[src/coproc_transfer_undef_decode_defines.svh]
// offsets, field positions, reset values and codes for the transfer/undefined decoder
`ifndef COPROC_TRANSFER_UNDEF_DECODE_DEFINES_SVH
`define COPROC_TRANSFER_UNDEF_DECODE_DEFINES_SVH

// register byte offsets on the avalon slave
`define CTUD_OFS_CTRL        4'h0
`define CTUD_OFS_STATUS      4'h4
`define CTUD_OFS_TRAP_COUNT  4'h8
`define CTUD_OFS_FLUSH_COUNT 4'hc

// control register fields and reset value
`define CTUD_CTRL_CP_EN      0
`define CTUD_CTRL_BAR_EN     1
`define CTUD_CTRL_RESET      2'h3

// instruction field positions
`define CTUD_F_COND          31:28
`define CTUD_F_CLASS         27:24
`define CTUD_F_OPC           23:21
`define CTUD_F_CRN           19:16
`define CTUD_F_RD            15:12
`define CTUD_F_CPNUM         11:8
`define CTUD_F_AUX           7:5
`define CTUD_F_CRM           3:0
`define CTUD_F_SWINUM        23:0
`define CTUD_B_LOAD          20
`define CTUD_B_XFER          4

// instruction class codes in bits 27:24, coprocessor memory class code in bits 27:25
`define CTUD_CLS_CP_XFER     4'he
`define CTUD_CLS_SWI         4'hf
`define CTUD_CLS_CP_MEM      3'h6

// barrier function numbers and special register index
`define CTUD_SWI_FULL_BAR    24'hf00000
`define CTUD_SWI_RANGE_BAR   24'hf00001
`define CTUD_PC_INDEX        4'hf

// cause codes shown in the status register
`define CTUD_CAUSE_NONE      2'h0
`define CTUD_CAUSE_PATTERN   2'h1
`define CTUD_CAUSE_BOUNCE    2'h2
`define CTUD_CAUSE_DISABLED  2'h3

`endif

[src/coproc_transfer_undef_decode_pkg.sv]
// types shared by the transfer/undefined decoder
package coproc_transfer_undef_decode_pkg;

  typedef enum logic [0:0] {
    ST_IDLE    = 1'b0,
    ST_CP_WAIT = 1'b1
  } state_e;

  typedef struct packed {
    state_e      state;
    logic        instr_ready;
    logic        cp_valid;
    logic [3:0]  cp_num;
    logic [2:0]  coprocessor_opcode_field;
    logic        cp_load;
    logic        cp_xfer;
    logic [3:0]  cp_crn;
    logic [3:0]  cp_crm;
    logic [2:0]  cp_aux;
    logic [3:0]  cp_rd;
    logic [31:0] cp_wdata;
    logic        reg_we;
    logic [3:0]  reg_idx;
    logic [31:0] reg_wdata;
    logic        flags_we;
    logic [3:0]  flags;
    logic        flush_all;
    logic        flush_range;
    logic [31:0] flush_lo;
    logic [31:0] flush_hi;
    logic        undef_trap;
    logic [1:0]  last_cause;
    logic [1:0]  ctrl;
    logic [15:0] trap_count;
    logic [15:0] flush_count;
    logic        waitreq;
    logic [31:0] readdata;
  } ctl_s;

endpackage

[src/coproc_transfer_undef_decode.sv]
// coprocessor register transfer, barrier and undefined-instruction decode
`include "coproc_transfer_undef_decode_defines.svh"

// Overview of operation
// - transfers execute only when condition passes
// - coprocessor number selects the responding coprocessor
// - opcode, register and aux fields pass uninterpreted
// - one 32-bit word moves per transfer
// - load bit one reads coprocessor, zero writes
// - read to program counter loads NZCV flags
// - flag load ignores other bits, keeps PC
// - transfer completes in one cycle unless busy
// - barrier function numbers 0xf00000 and 0xf00001
// - range is r0 inclusive to r1 exclusive
// - full barrier flushes all prefetch state
// - ranged barrier flushes only addresses in range
// - class A patterns raise undefined trap
// - class B status-move-like patterns trap
// - class C multiply-like patterns trap
// - class D swap-like patterns trap
// - pattern trap taken only on passing condition
module coproc_transfer_undef_decode (
  // clock and reset
  input  wire logic        i_clk,
  input  wire logic        i_rst_n,
  // instruction issue
  input  wire logic        i_instr_valid,
  input  wire logic [31:0] i_instr,
  input  wire logic [3:0]  i_nzcv,
  input  wire logic [31:0] i_rd_value,
  input  wire logic [31:0] i_r0_value,
  input  wire logic [31:0] i_r1_value,
  output logic             o_instr_ready,
  // coprocessor interface
  output logic             o_cp_valid,
  output logic [3:0]       o_cp_num,
  output logic [2:0]       o_coprocessor_opcode_field,
  output logic             o_cp_load,
  output logic             o_cp_xfer,
  output logic [3:0]       o_cp_crn,
  output logic [3:0]       o_cp_crm,
  output logic [2:0]       o_cp_aux,
  output logic [31:0]      o_cp_wdata,
  input  wire logic        i_cp_busy,
  input  wire logic        i_cp_bounce,
  input  wire logic [31:0] i_cp_rdata,
  // register and flag write-back
  output logic             o_reg_we,
  output logic [3:0]       o_reg_idx,
  output logic [31:0]      o_reg_wdata,
  output logic             o_flags_we,
  output logic [3:0]       o_flags,
  // prefetch unit flush
  output logic             o_flush_all,
  output logic             o_flush_range,
  output logic [31:0]      o_flush_lo,
  output logic [31:0]      o_flush_hi,
  // undefined-instruction trap
  output logic             o_undef_trap,
  // avalon-mm slave
  input  wire logic [3:0]  i_avs_address,
  input  wire logic        i_avs_read,
  input  wire logic        i_avs_write,
  input  wire logic [31:0] i_avs_writedata,
  output logic [31:0]      o_avs_readdata,
  output logic             o_avs_waitrequest
);
  coproc_transfer_undef_decode_pkg::ctl_s ctl_reg;
  coproc_transfer_undef_decode_pkg::ctl_s ctl_next;

  logic cond_pass;
  logic pattern_undef;
  logic take;
  logic is_cp_xfer;
  logic is_cp_other;
  logic is_swi;
  logic [3:0] cls;

  cond_check u_cond (
    .i_cond (i_instr[`CTUD_F_COND]),
    .i_nzcv (i_nzcv),
    .o_pass (cond_pass)
  );

  undef_classify u_undef (
    .i_instr (i_instr),
    .o_undef (pattern_undef)
  );

  assign cls         = i_instr[`CTUD_F_CLASS];
  assign take        = i_instr_valid && ctl_reg.instr_ready;
  assign is_cp_xfer  = (cls == `CTUD_CLS_CP_XFER) && i_instr[`CTUD_B_XFER];
  assign is_cp_other = ((cls == `CTUD_CLS_CP_XFER) && !i_instr[`CTUD_B_XFER])
                       || (i_instr[27:25] == `CTUD_CLS_CP_MEM);
  assign is_swi      = (cls == `CTUD_CLS_SWI);

  always_comb begin
    ctl_next = ctl_reg;
    ctl_next.reg_we      = 1'b0;
    ctl_next.flags_we    = 1'b0;
    ctl_next.flush_all   = 1'b0;
    ctl_next.flush_range = 1'b0;
    ctl_next.undef_trap  = 1'b0;
    ctl_next.waitreq     = 1'b1;

    unique case (ctl_reg.state)
      coproc_transfer_undef_decode_pkg::ST_IDLE: begin
        if (take && cond_pass) begin
          if (pattern_undef) begin
            ctl_next.undef_trap = 1'b1;
            ctl_next.last_cause = `CTUD_CAUSE_PATTERN;
            ctl_next.trap_count = ctl_reg.trap_count + 16'h0001;
          end else if (is_cp_xfer || is_cp_other) begin
            if (!ctl_reg.ctrl[`CTUD_CTRL_CP_EN]) begin
              ctl_next.undef_trap = 1'b1;
              ctl_next.last_cause = `CTUD_CAUSE_DISABLED;
              ctl_next.trap_count = ctl_reg.trap_count + 16'h0001;
            end else begin
              ctl_next.state       = coproc_transfer_undef_decode_pkg::ST_CP_WAIT;
              ctl_next.instr_ready = 1'b0;
              ctl_next.cp_valid    = 1'b1;
              ctl_next.cp_num      = i_instr[`CTUD_F_CPNUM];
              ctl_next.coprocessor_opcode_field      = i_instr[`CTUD_F_OPC];
              ctl_next.cp_crn      = i_instr[`CTUD_F_CRN];
              ctl_next.cp_crm      = i_instr[`CTUD_F_CRM];
              ctl_next.cp_aux      = i_instr[`CTUD_F_AUX];
              ctl_next.cp_load     = i_instr[`CTUD_B_LOAD];
              ctl_next.cp_xfer     = is_cp_xfer;
              ctl_next.cp_rd       = i_instr[`CTUD_F_RD];
              ctl_next.cp_wdata    = i_rd_value;
            end
          end else if (is_swi && ctl_reg.ctrl[`CTUD_CTRL_BAR_EN]) begin
            if (i_instr[`CTUD_F_SWINUM] == `CTUD_SWI_FULL_BAR) begin
              ctl_next.flush_all   = 1'b1;
              ctl_next.flush_count = ctl_reg.flush_count + 16'h0001;
            end else if (i_instr[`CTUD_F_SWINUM] == `CTUD_SWI_RANGE_BAR) begin
              ctl_next.flush_range = 1'b1;
              ctl_next.flush_lo    = i_r0_value;
              ctl_next.flush_hi    = i_r1_value;
              ctl_next.flush_count = ctl_reg.flush_count + 16'h0001;
            end
          end
        end
      end
      coproc_transfer_undef_decode_pkg::ST_CP_WAIT: begin
        if (i_cp_bounce) begin
          ctl_next.state       = coproc_transfer_undef_decode_pkg::ST_IDLE;
          ctl_next.instr_ready = 1'b1;
          ctl_next.cp_valid    = 1'b0;
          ctl_next.undef_trap  = 1'b1;
          ctl_next.last_cause  = `CTUD_CAUSE_BOUNCE;
          ctl_next.trap_count  = ctl_reg.trap_count + 16'h0001;
        end else if (!i_cp_busy) begin
          ctl_next.state       = coproc_transfer_undef_decode_pkg::ST_IDLE;
          ctl_next.instr_ready = 1'b1;
          ctl_next.cp_valid    = 1'b0;
          if (ctl_reg.cp_xfer && ctl_reg.cp_load) begin
            if (ctl_reg.cp_rd == `CTUD_PC_INDEX) begin
              ctl_next.flags_we = 1'b1;
              ctl_next.flags    = i_cp_rdata[31:28];
            end else begin
              ctl_next.reg_we    = 1'b1;
              ctl_next.reg_idx   = ctl_reg.cp_rd;
              ctl_next.reg_wdata = i_cp_rdata;
            end
          end
        end
      end
    endcase

    if ((i_avs_read || i_avs_write) && ctl_reg.waitreq) begin
      ctl_next.waitreq = 1'b0;
      unique case (i_avs_address)
        `CTUD_OFS_CTRL:        ctl_next.readdata = {30'h0, ctl_reg.ctrl};
        `CTUD_OFS_STATUS:      ctl_next.readdata = {24'h0, ctl_reg.state, ctl_reg.cp_valid,
                                                    ctl_reg.last_cause, ctl_reg.flags};
        `CTUD_OFS_TRAP_COUNT:  ctl_next.readdata = {16'h0, ctl_reg.trap_count};
        `CTUD_OFS_FLUSH_COUNT: ctl_next.readdata = {16'h0, ctl_reg.flush_count};
        default:               ctl_next.readdata = 32'h0;
      endcase
    end
    if (i_avs_write && !ctl_reg.waitreq) begin
      unique case (i_avs_address)
        `CTUD_OFS_CTRL:        ctl_next.ctrl = i_avs_writedata[1:0];
        `CTUD_OFS_TRAP_COUNT:  ctl_next.trap_count = 16'h0;
        `CTUD_OFS_FLUSH_COUNT: ctl_next.flush_count = 16'h0;
        default:               ctl_next.ctrl = ctl_reg.ctrl;
      endcase
    end
  end

  always_ff @(posedge i_clk or negedge i_rst_n) begin
    if (!i_rst_n) begin
      ctl_reg             <= '0;
      ctl_reg.state       <= coproc_transfer_undef_decode_pkg::ST_IDLE;
      ctl_reg.instr_ready <= 1'b1;
      ctl_reg.ctrl        <= `CTUD_CTRL_RESET;
      ctl_reg.waitreq     <= 1'b1;
    end else begin
      ctl_reg <= ctl_next;
    end
  end

  assign o_instr_ready     = ctl_reg.instr_ready;
  assign o_cp_valid        = ctl_reg.cp_valid;
  assign o_cp_num          = ctl_reg.cp_num;
  assign o_coprocessor_opcode_field          = ctl_reg.coprocessor_opcode_field;
  assign o_cp_load         = ctl_reg.cp_load;
  assign o_cp_xfer         = ctl_reg.cp_xfer;
  assign o_cp_crn          = ctl_reg.cp_crn;
  assign o_cp_crm          = ctl_reg.cp_crm;
  assign o_cp_aux          = ctl_reg.cp_aux;
  assign o_cp_wdata        = ctl_reg.cp_wdata;
  assign o_reg_we          = ctl_reg.reg_we;
  assign o_reg_idx         = ctl_reg.reg_idx;
  assign o_reg_wdata       = ctl_reg.reg_wdata;
  assign o_flags_we        = ctl_reg.flags_we;
  assign o_flags           = ctl_reg.flags;
  assign o_flush_all       = ctl_reg.flush_all;
  assign o_flush_range     = ctl_reg.flush_range;
  assign o_flush_lo        = ctl_reg.flush_lo;
  assign o_flush_hi        = ctl_reg.flush_hi;
  assign o_undef_trap      = ctl_reg.undef_trap;
  assign o_avs_readdata    = ctl_reg.readdata;
  assign o_avs_waitrequest = ctl_reg.waitreq;
endmodule

[src/cond_check.sv]
// condition field evaluation against the current flags
module cond_check (
  // condition and flags
  input  wire logic [3:0] i_cond,
  input  wire logic [3:0] i_nzcv,
  // result
  output logic            o_pass
);
  logic n;
  logic z;
  logic c;
  logic v;

  assign n = i_nzcv[3];
  assign z = i_nzcv[2];
  assign c = i_nzcv[1];
  assign v = i_nzcv[0];

  always_comb begin
    unique case (i_cond)
      4'h0: o_pass = z;
      4'h1: o_pass = !z;
      4'h2: o_pass = c;
      4'h3: o_pass = !c;
      4'h4: o_pass = n;
      4'h5: o_pass = !n;
      4'h6: o_pass = v;
      4'h7: o_pass = !v;
      4'h8: o_pass = c && !z;
      4'h9: o_pass = !c || z;
      4'ha: o_pass = (n == v);
      4'hb: o_pass = (n != v);
      4'hc: o_pass = !z && (n == v);
      4'hd: o_pass = z || (n != v);
      4'he: o_pass = 1'b1;
      4'hf: o_pass = 1'b0;
    endcase
  end
endmodule

[src/undef_classify.sv]
// undefined-instruction bit-pattern class detection
module undef_classify (
  // instruction word
  input  wire logic [31:0] i_instr,
  // any class matched
  output logic             o_undef
);
  logic cls_a;
  logic cls_b;
  logic cls_c;
  logic cls_d;

  assign cls_a = (i_instr[27:25] == 3'h3) && i_instr[4];
  assign cls_b = ((i_instr[27:24] == 4'h1) && !i_instr[23] && !i_instr[20]
                  && (((i_instr[7:5] != 3'h0) && !i_instr[4])
                      || (!i_instr[7] && i_instr[4])))
                 || ((i_instr[27:24] == 4'h3) && !i_instr[23]
                     && (i_instr[21:20] == 2'h0));
  assign cls_c = (i_instr[27:24] == 4'h0) && (i_instr[23:22] == 2'h1)
                 && (i_instr[7:4] == 4'h9);
  assign cls_d = (i_instr[27:24] == 4'h1) && (i_instr[7:4] == 4'h9)
                 && (i_instr[23:20] != 4'h0) && (i_instr[23:20] != 4'h4);
  assign o_undef = cls_a || cls_b || cls_c || cls_d;
endmodule

[config.mk]
export PLATFORM = sky130hd
export DESIGN_NAME = coproc_transfer_undef_decode
export DESIGN_NICKNAME = d
export VERILOG_FILES = /design/src/coproc_transfer_undef_decode_pkg.sv /design/src/coproc_transfer_undef_decode.sv /design/src/cond_check.sv /design/src/undef_classify.sv
export VERILOG_INCLUDE_DIRS = /design/src
export SDC_FILE = /design/constraint.sdc
export NUM_CORES = 1
export LEC_CHECK = 0
export ABC_CLOCK_PERIOD_IN_PS = 2500
export BUFFER_PORTS_ARGS = -buffer_cell sky130_fd_sc_hd__buf_2
export CAP_MARGIN = 20
export CORE_MARGIN = 2
export CORE_UTILIZATION = 30
export DETAILED_ROUTE_END_ITERATION = 7
export PLACE_DENSITY_LB_ADDON = 0.05
export SYNTH_ARGS = -nofsm -noshare
export SYNTH_HDL_FRONTEND = slang
export SYNTH_SLANG_ARGS = --single-unit
[constraint.sdc]
create_clock -name i_clk -period 2.5 [get_ports i_clk]
set_input_delay 0.75 -clock i_clk [delete_from_list [all_inputs] [get_ports i_clk]]
set_output_delay 0.75 -clock i_clk [all_outputs]
set_load 0.01 [all_outputs]
==> After elaboration in Yosys (flattened, before gate mapping) <==
Index checks and enable logic that the tools add are counted.
{ "classes": {"order_cmp": 0, "n_addsub": 2, "shifts": 0, "n_reduce_logical": 55, "mux": 44, "multipliers": 0, "n_eq_ne": 40, "div_mod_pow": 0, "bitwise_logic": 7} }
{ "ops": {"columns": ["op", "count"], "rows": [
  ["$mux W66", 4],
  ["$mux W59", 4],
  ["$mux W16", 12],
  ["$mux W42", 4],
  ["$mux W65", 2],
  ["$mux W69", 1],
  ["$mux W32", 2],
  ["$pmux W16 S4", 1],
  ["$eq A4 B4 Y1 const B", 14],
  ["$eq A24 B24 Y1 const B", 2],
  ["$mux W37", 1],
  ["$mux W33", 1],
  ["$add A16 B1 Y16 const B", 2],
  ["$pmux W16 S2", 1],
  ["$logic_and A1 B1 Y1", 23],
  ["$eq A4 B3 Y1 const B", 5],
  ["$reduce_and A5 Y1", 4],
  ["$mux W3", 6],
  ["$pmux W1 S16", 1],
  ["$eq A4 B2 Y1 const B", 3],
  ["$logic_not A4 Y1", 3],
  ["$pmux W3 S2", 2],
  ["$logic_or A1 B1 Y1", 10],
  ["$ne A2 B2 Y1 const B", 5],
  ["18 further kinds", 35]
]} }
{ "word_totals": {"memories": 0, "mem_bits_rw": 0, "latch_bits": 0, "in_bits": 207, "romBits": 0, "out_inout_bits": 196, "word_cells": 176, "register_bits": 237} }

==> Depth between registers and ports, before layout <==
Gate-level depths: netlist (run 1).
{ "depth": {"depth_word": 13, "depth_mapped": 10, "ltp_nobuf": 7} }

==> By module <==
A second synthesis (run 1) with hierarchy kept.
{ "unflattened": {"cells_unflattened": 893, "hier_area_um2": 10646.5} }
{ "by_module_without_submodules": {"columns": ["mod", "area_each_um2", "instances", "cells_per_inst", "seq_area_each_um2"], "rows": [
  ["coproc_transfer_undef_decode", 10387.5, 1, 856, 5535.3],
  ["cond_check", 155.1, 1, 23, 0.0],
  ["undef_classify", 103.8, 1, 14, 0.0]
]} }

==> Worst setup path before layout (run 1) <==
No wires, ideal clock.
{ "synth_timing": {"path_type": "input to register", "start": "in i_instr[28]", "end": "reg ctl_reg, in the netlist o_flush_hi[10]", "t_required_ns": 2.375, "setup_ns": 0.125, "t_arrival_ns": 2.597, "stages": 9, "slack_ns": -0.222, "path_buffers": 3, "cell_sequence": "buf_6 nor2b_4 a221oi_2 a221oi_4 a2111oi_4 and2_1 buf_6 buf_6 mux2_4"} }
{ "synth_via": {"elab_chain_len": 4, "word_cells_on_any_way": 19, "cone_classes": "15 x eq/ne; 1 x mux; 3 x reduce/logical"} }
{ "synth_lines": {"columns": ["element", "line", "source"], "rows": [
  ["from (decl)", "coproc_transfer_undef_decode.sv:28", "input wire logic [31:0] i_instr,"],
  ["$eq A4 B4 Y1, or another cell as far along", "cond_check.sv:20", "unique case (i_cond)"],
  ["$pmux W1 S16 (*)", "cond_check.sv:20", null],
  ["$logic_and A1 B1 Y1 (*)", "coproc_transfer_undef_decode.sv:108", "if (take && cond_pass) begin"],
  ["$reduce_and A7 Y1 (no source line) (*)", null, null],
  ["to (signal assigned)", "coproc_transfer_undef_decode.sv:200", "ctl_reg <= ctl_next;"],
  ["to (decl)", "coproc_transfer_undef_decode.sv:68", "coproc_transfer_undef_decode_pkg::ctl_s ctl_reg;"]
]} }
Mark *: on every way between the ends. The rest lies on a longest branch, timed or not.
A chain may end at the register's enable or synchronous reset.

==> Worst setup path after layout (run 1) <==
{ "layout_timing": {"start": "in i_nzcv[0]", "end": "reg ctl_reg, in the netlist o_flush_hi[15]"} }
{ "layout_via": {"elab_chain_len": 5, "word_cells_on_any_way": 8, "cone_classes": "2 x eq/ne; 1 x mux; 5 x reduce/logical"} }
{ "layout_lines": {"columns": ["element", "line", "source"], "rows": [
  ["from (decl)", "coproc_transfer_undef_decode.sv:29", "input wire logic [3:0] i_nzcv,"],
  ["$ne A1 B1 Y1 / $eq A1 B1 Y1 (equally long branches)", null, null],
  ["$logic_or A1 B1 Y1 / $logic_and A1 B1 Y1 (equally long branches)", "cond_check.sv:34, cond_check.sv:33", null],
  ["$pmux W1 S16 (*)", "cond_check.sv:20", null],
  ["$logic_and A1 B1 Y1 (*)", "coproc_transfer_undef_decode.sv:108", null],
  ["$reduce_and A7 Y1 (no source line) (*)", null, null]
]} }
Marked as above.

==> results_dict.tcl, run 1 <==
set metrics [dict create \
    status "completed" \
    ys_warn_count 0 \
    synth_edf_count 0 \
    synth-seq-cells 221 \
    dp.cells 1589 \
    final_net_count 1373 \
    worst_pin_slew_ns 0.595 \
    synth_cell_type_count 58 \
    max_freq_mhz 422 \
    end_kind "flop" \
    grt_max_degree 49 \
    rsz0062_at_grt "true" \
    syn_area_um2 11200 \
    routed_wl_um 28800 \
    gr-total-overflow 0 \
    grt_pass1_wl_um 43400 \
    io_pins 403 \
    critPathLaunchType "primary input" \
    cp.arrival_ns 2.78 \
    p_sw_share_pct 24.4 \
    core-area_um2 36700 \
    ir_worst_vdd_mv 0.482 \
    ff2ff_path_depth 8 \
    antenna_found_initial 3 \
    intPower_uw 6910 \
    powerDensity_nw_per_um2 659 \
    clockPowerShare_pct 42.5 \
    grt_pass1_vias 7300 \
    gp_congestion 0.738 \
    area_growth_pct 23.8 \
    place_area_um2 12700 \
    start_util_pct 30.6 \
    min_path_type "in -> async" \
    vias 7300 \
    final-hold-violation-count 0 \
    slew_viol_final 0 \
    seq_power_share_pct 44.1 \
    worstSetupStartpoint "i_nzcv[0]" \
    largest_reg_flops 41 \
    slew_headroom_pct 60.3 \
    htree_num_levels 1 \
    skew_ns 0.0168 \
    post-route-period-util_pct 94.8 \
    post-dp-hpwl_um 20800 \
    r2r_start "ctl_reg[66]" \
    worst-path-max-fanout 7 \
    path_clk_slew_ns 0.05 \
    worstSetupPathType "in -> reg" \
    clockBufferDepth 3 \
    drtIter0Drc 175 \
    numPortBuffers 356 \
    period_needed_ns 2.37 \
    synth_top_cell_area_share_pct 48.4 \
    syn-instance-count 901 \
    wire_per_inst_um 17.4 \
    cts_buffers 28 \
    final_util_pct 37.9 \
    synth_top_cells_by_area "dfrtp_1, mux2_4, buf_4" \
    crit_end "o_flush_hi[15]" \
    ys_seq_area_share_pct 49.3 \
    power_frac_comb_pct 13.3 \
    required_ns 2.91 \
    p_leak_uw 0.00725 \
    syn_area_per_cell_um2 12.5 \
    die-area_um2 39000 \
    layout-drive-gt1-share_pct 56.1 \
    grt_use_total_pct 14.1 \
    drc 0 \
    ys_async_sr_fraction_pct 100 \
    yosys.area.top_type "dfrtp_1" \
    cts.sinks 221 \
    rows 70 \
    die-height_um 197 \
    r2r_end "o_flush_hi[15]" \
    layout.cells.non_filler 1650 \
    final_area_um2 13900 \
    vias_per_cell 4.42 \
    cts_tree "built" \
    rrSetupSlack_ns 0.14 \
    ant_nets 0 \
    cap_violations 0 \
    die_x_um 197 \
    net-switching-power_uw 2230 \
    setup_viol 0 \
    cts_root_buf "clkbuf_16" \
    dr.pass1.iters 4 \
    postCtsHoldBufs 0 \
    clk_latency_ns 0.54 \
    synthFlopType "dfrtp_1" \
]
cells by family after synthesis:
kind of cell	share of synthesized area, %
AO/OA/AOI/OAI	6.35
flip-flops	49.3
other	0.0334
XOR/XNOR	1.09
AND/OR/NAND/NOR	7.64
buffers and inverters	15.2
adder cells (fa/ha/maj)	0.223
multiplexers	20.1
through the flow:
step | power (uW) | setup TNS [ns] | setup WS, ns | hold slack [ns]
final | 9150 | 0 | 0.130 | 0.116
after global routing | 9620 | -1.61 | -0.0455 | 0.126
after CTS | 9380 | -1.07 | -0.0337 | 0.107
after detailed placement | 5340 | -50.45 | -0.468 | 0.476
after global placement | 5340 | -50.93 | -0.474 | 0.469
after floorplan | 4930 | -14.82 | -0.165 | 0.451
worst min path at each step:
stage          slack (ns)               start                             to  depth (start not counted)
2_1_floorplan        0.45             i_rst_n                   ctl_reg[210]                          0
3_3_place_gp         0.47   o_avs_readdata[7]              o_avs_readdata[7]                          2
3_5_place_dp         0.48  o_avs_readdata[10]             o_avs_readdata[10]                          2
4_1_cts              0.11             i_rst_n  o_coprocessor_opcode_field[0]                          1
5_1_grt              0.13             i_rst_n                 o_flush_lo[26]                          1
6_report             0.12             i_rst_n                 o_flush_lo[23]                          1
routing by layer:
metal  share of wire, %  global-route usage [%]  up-vias
li1                   -                       -     3478
met1                 45                    18.8     3548
met2                 46                    22.7      236
met3                6.6                    3.57       36
met4                2.4                    3.98        2
met5              0.056                       0        -
worst max-delay path, stage by stage:
cell	delay, ns
buf_2	0.13
xor2_4	0.23
mux2_4	0.33
a221oi_4	0.38
a2111oi_4	0.14
and2_4	0.19
buf_12	0.14
clkbuf_16	0.17
mux2_4	0.30
placed cells by master, fill, tap and decap left out, types with 7 or more instances in the layout:
cell	instances
and3_1	7
buf_4	61
clkbuf_1	8
clkbuf_8	7
or3_1	17
o21ai_0	15
buf_2	355
o21ai_1	19
a21oi_1	29
mux2_4	120
inv_1	13
mux2_2	40
nand3_1	13
buf_12	14
nand2_1	38
nor2_1	28
a22oi_1	8
a22o_1	8
conb_1	16
clkbuf_16	33
xor2_1	9
nand4_1	14
dfrtp_1	217
synth_stat cells, drive strengths merged (5+ instances only):
cell type,count
and3,8
nor4,6
nor2b,8
a22o,8
nor2,28
nand2,39
dfrtp,217
inv,13
mux2,160
or3,17
o21ai,34
a22oi,9
nand3,15
buf,206
xor2,10
or4,5
o31ai,6
nand4,14
a21oi,30
clkbuf,15
what timing repair did:
item | 4_1_cts | 5_1_grt
endpoints found under the setup margin | 66 | 72
setup buffers | 4 | 5
gates resized for setup | 8 | 9
cloned | 1 | 5
pin swaps | 7 | 5
power by group through the flow:
stage,Clock [uW],Sequential [uW],Combinational [uW]
floorplan,0,4050,875
global placement,0,4090,1250
detailed placement,0,4100,1250
CTS,4090,4040,1250
global route,4220,4070,1330
finish,3890,4040,1220
cell type report:
class	count	area, um^2
fillers	3651	22800
flip-flops and latches	221	5540
multi-input cells	461	4140
repair buffers	439	2700
clock buffers	44	852
well taps	468	586
inverters	13	48.8
clock inverters	2	35.0
diodes	2	5.00
Power figures use the tool's default switching activity.
==> run 2, diff against run 1 <==
Settings changed: CORE_ASPECT_RATIO set to 0.7.
==> results_dict.tcl, run 2 (synthesis gave the netlist of run 1 again) <==
set metrics [dict create \
    status "completed" \
    end_kind "flop" \
    cts.sinks 221 \
    numPortBuffers 356 \
    p_total_uw 9170 \
    area_growth_pct 24.2 \
    path_clk_slew_ns 0.06 \
    vias_per_cell 4.33 \
    routed_wl_um 28900 \
    p_leak_uw 0.00725 \
    final_net_count 1376 \
    mostFrequentLayoutCells "buf_2, dfrtp_1, mux2_4" \
    period_needed_ns 2.45 \
    pre_cts_ws_ns -0.485 \
    setup_viol 0 \
    grt_max_degree 66 \
    grt_pass1_wl_um 45300 \
    post-dp-hpwl_um 21400 \
    ant_nets 0 \
    io_pins 403 \
    drc 0 \
    ir_worst_vdd_mv 0.408 \
    max_freq_mhz 409 \
    cts_tree "built" \
    wire_per_inst_um 17.3 \
    worst_pin_slew_ns 0.693 \
    die_x_um 235 \
    rsz0062_at_grt "true" \
    drtIter0Drc 322 \
    grt_pass1_vias 7319 \
    mostFrequentLayoutCell "buf_2" \
    worst_slack_ns 0.0522 \
    layout-drive-gt1-share_pct 56.4 \
    grt_use_total_pct 14.6 \
    die-area_um2 39000 \
    start_util_pct 30.3 \
    slew_viol_final 0 \
    worst-path-max-fanout 9 \
    rows 59 \
    clk_latency_ns 0.55 \
    setup_tns_ns 0 \
    worstSetupPathType "in -> reg" \
    post-route-period-util_pct 97.9 \
    htree_num_levels 1 \
    cp.arrival_ns 2.88 \
    cts_root_buf "clkbuf_16" \
    gr-total-overflow 0 \
    die-height_um 166 \
    dr.pass1.iters 4 \
    clockBufferDepth 3 \
    core-area_um2 37000 \
    largest_reg_flops 41 \
    gp_congestion 0.750 \
    antenna_found_initial 1 \
    critPathLaunchType "primary input" \
    vias 7261 \
    cts_buffers 26 \
    diodes 0 \
    ff2ff_path_depth 9 \
    min_path_type "in -> async" \
    skew_ns 0.0219 \
    cap_violations 0 \
    powerDensity_nw_per_um2 658 \
    slew_headroom_pct 53.8 \
    required_ns 2.93 \
    final-hold-violation-count 0 \
]
==> run 2: cell count changes in the layout (fill, tap and decap cells not counted), moves of 2 or more <==
cell,delta
buf_4,+5
clkbuf_16,-5
diode_2,-2
mux2_2,+2
mux2_4,-2
==> run 2: repair_timing <==
| item | in CTS | in global routing |
|---|---|---|
| cloned | 1 | 2 |
| buffers inserted | 1 | 2 |
| hold buffers | 0 | 0 |
| setup endpoints to repair | 63 | 58 |
| gates resized for setup | 3 | 8 |
| pin swaps | 0 | 2 |
==> run 2: path summary, 6_finish.rpt <==
check	start	endpoint	slack, ns
max	i_instr[29]	o_flush_lo[5]	0.05
min	i_rst_n	o_cp_wdata[30]	0.06
max reg2reg	ctl_reg[66]	o_flush_lo[5]	0.10
min reg2reg	o_avs_readdata[13]	o_avs_readdata[13]	0.48
max in group asynchronous	i_rst_n	ctl_reg[65]	1.67
min in group i_clk	i_rd_value[17]	o_cp_wdata[17]	0.43
==> run 2: per-stage QoR <==
step | instances | instance area [um^2] | utilization [%] | hold WS (ns)
after floorplan | 916 | 11400 | - | 0.451
after global placement | 1621 | 12900 | 34.9 | 0.465
after detailed placement | 1621 | 12900 | 34.9 | 0.470
after CTS | 1671 | 13800 | 37.3 | 0.0432
after global routing | 1675 | 13900 | 37.7 | 0.0416
final | 1675 | 13900 | 37.7 | 0.0650
==> run 2: report_power, final <==
part           internal [uW]  leakage, uW  switching [uW]
clock                   2340     0.000425            1550
combinational            668      0.00379             575
sequential              3850      0.00303             182
==> run 2: per-layer routing <==
metal,global-route usage (%),share of wire (%)
met1,22.6,51
met2,20.3,41
met3,3.79,5.8
met4,2.83,1.7
met5,0,0.045
==> run 2: final cells by class <==
| class | instances | area [um^2] |
|---|---|---|
| sequential | 221 | 5540 |
| clock buffer | 42 | 781 |
| tap | 488 | 611 |
| fill | 3710 | 23000 |
| clock inverter | 6 | 97.6 |
| multi-input combinational | 461 | 4140 |
| timing repair buffer | 444 | 2730 |
| inverter | 13 | 48.8 |
==> run 2: critical path, cell delays in order <==
cell,delay (ns)
buf_2,0.15
buf_4,0.15
o311a_1,0.37
a221oi_4,0.37
a2111oi_4,0.14
buf_4,0.17
and2_4,0.15
buf_12,0.14
clkbuf_16,0.17
mux2_4,0.30
==> run 3, diff against run 2 <==
Settings changed: BUFFER_PORTS_ARGS -buffer_cell sky130_fd_sc_hd__buf_2 to -buffer_cell sky130_fd_sc_hd__buf_4.
==> results_dict.tcl, run 3 (synthesis gave the netlist of run 1 again) <==
set metrics [dict create \
    status "complete, but fails checks" \
    violations "negative setup slack" \
    layout.cells.non_filler 1673 \
    pre_cts_ws_ns -0.668 \
    seq_power_share_pct 43.0 \
    slew_headroom_pct 52.3 \
    period_needed_ns 2.52 \
    antenna_found_initial 0 \
    slew_viol_final 0 \
    worst_slack_ns -0.0241 \
    layout-drive-gt1-share_pct 56.9 \
    end_kind "flop" \
    rsz0062_at_grt "true" \
    timing.hold.ws_ns 0.110 \
    p_leak_uw 0.00740 \
    net-switching-power_uw 2350 \
    cts_tree "built" \
    worst-path-max-fanout 6 \
    dr.pass1.iters 4 \
    rows 59 \
    powerDensity_nw_per_um2 634 \
    vias 7269 \
    numPortBuffers 356 \
    die_x_um 235 \
    final_net_count 1374 \
    start_util_pct 30.3 \
    core-area_um2 37000 \
    mostFrequentLayoutCell "buf_4" \
    worst_pin_slew_ns 0.715 \
    worstSetupPathType "reg -> reg" \
    cap_violations 0 \
    place_area_um2 13700 \
    grt_use_total_pct 15.0 \
    largest_reg_flops 41 \
    final_area_um2 14800 \
    cts.sinks 221 \
    die-height_um 166 \
    dp.cells 1611 \
    mostFrequentLayoutCells "buf_4, dfrtp_1, mux2_4" \
    power_frac_comb_pct 15.1 \
    grt_max_degree 61 \
    clockPowerShare_pct 41.9 \
    area_growth_pct 32.3 \
    gr-total-overflow 0 \
    setup_tns_ns -0.425 \
    drc 0 \
    htree_num_levels 1 \
    ant_nets 0 \
    max_freq_mhz 396 \
    clk_latency_ns 0.55 \
    wire_per_inst_um 18.1 \
    setup_viol 31 \
    gp_congestion 0.741 \
    routed_wl_um 30200 \
    intPower_uw 7060 \
    critPathLaunchType "flop" \
    post-dp-hpwl_um 21600 \
    final-hold-violation-count 0 \
    ir_worst_vdd_mv 0.484 \
    clockBufferDepth 3 \
    postCtsHoldBufs 0 \
    die-area_um2 39000 \
    cp.arrival_ns 2.94 \
    io_pins 403 \
    cts_root_buf "clkbuf_16" \
    cts_buffers 26 \
    diodes 0 \
    p_sw_share_pct 24.9 \
    min_path_type "in -> async" \
    grt_pass1_wl_um 46200 \
    vias_per_cell 4.34 \
    path_clk_slew_ns 0.06 \
    skew_ns 0.0210 \
    grt_pass1_vias 7448 \
    drtIter0Drc 303 \
    required_ns 2.91 \
    post-route-period-util_pct 101 \
]
## run 3: cell count changes in the layout (fill, tap and decap cells not counted), moves of 2 or more
cell,delta
buf_2,-355
buf_4,+350
clkinv_2,+4
clkbuf_1,-3
clkbuf_16,+3
buf_16,-2
buf_6,+2
mux2_2,-2
mux2_4,+2
## run 3: cell type report
class,count,area [um^2]
Clock buffer,39,781
Clock inverter,9,104
Fill cell,3610,22100
Inverter,13,48.8
Multi-Input combinational cell,462,4170
Sequential cell,221,5540
Tap cell,488,611
Timing Repair Buffer,441,3590
## run 3: through the flow
stage          power, uW  utilization (%)
6_report            9410             40.1
5_1_grt             9880             40.1
4_1_cts             9610             39.4
3_5_place_dp        5550             36.9
3_3_place_gp        5550             36.9
2_1_floorplan       4930                -
## run 3: path summary, 6_finish.rpt
check / startpoint / end / slack (ns) / cells past startpoint
worst max register to register: ctl_reg[66] / o_flush_lo[30] / -0.02 / 9
worst max-delay path: ctl_reg[66] / o_flush_lo[30] / -0.02 / 9
min in group i_clk: i_cp_busy / ctl_reg[236] / 0.42 / 2
max in group asynchronous: i_rst_n / o_cp_wdata[3] / 1.69 / 2
worst min register to register: o_avs_readdata[11] / o_avs_readdata[11] / 0.48 / 2
worst min-delay path: i_rst_n / o_cp_wdata[11] / 0.11 / 1
## run 3: critical path, cell delays in order, from the launching register on
cell       delay [ns]
dfstp_2          0.58
nand4_1          0.10
nor3_2           0.23
nand3_2          0.16
a2111oi_4        0.36
buf_6            0.18
and2_4           0.18
buf_12           0.13
clkbuf_16        0.16
mux2_4           0.30
## run 3: power groups by stage
stage	clock network [uW]	registers (uW)	logic, uW
after CTS	4110	4050	1450
after detailed placement	0	4110	1440
final	3940	4050	1420
after global routing	4260	4090	1540
after floorplan	0	4050	875
after global placement	0	4100	1450
## run 3: timing repair
item | in CTS | in global routing
setup endpoints to repair | 67 | 67
gates cloned | 0 | 7
setup buffers | 0 | 7
pin swaps | 1 | 5
gates resized for setup | 4 | 18
## run 3: routing by layer
layer	track usage, %	share of wire, %	vias up
li1	-	-	3473
met1	23.2	51	3577
met2	20.9	42	187
met3	3.67	5.0	32
met4	2.83	1.6	0
met5	0	0	-
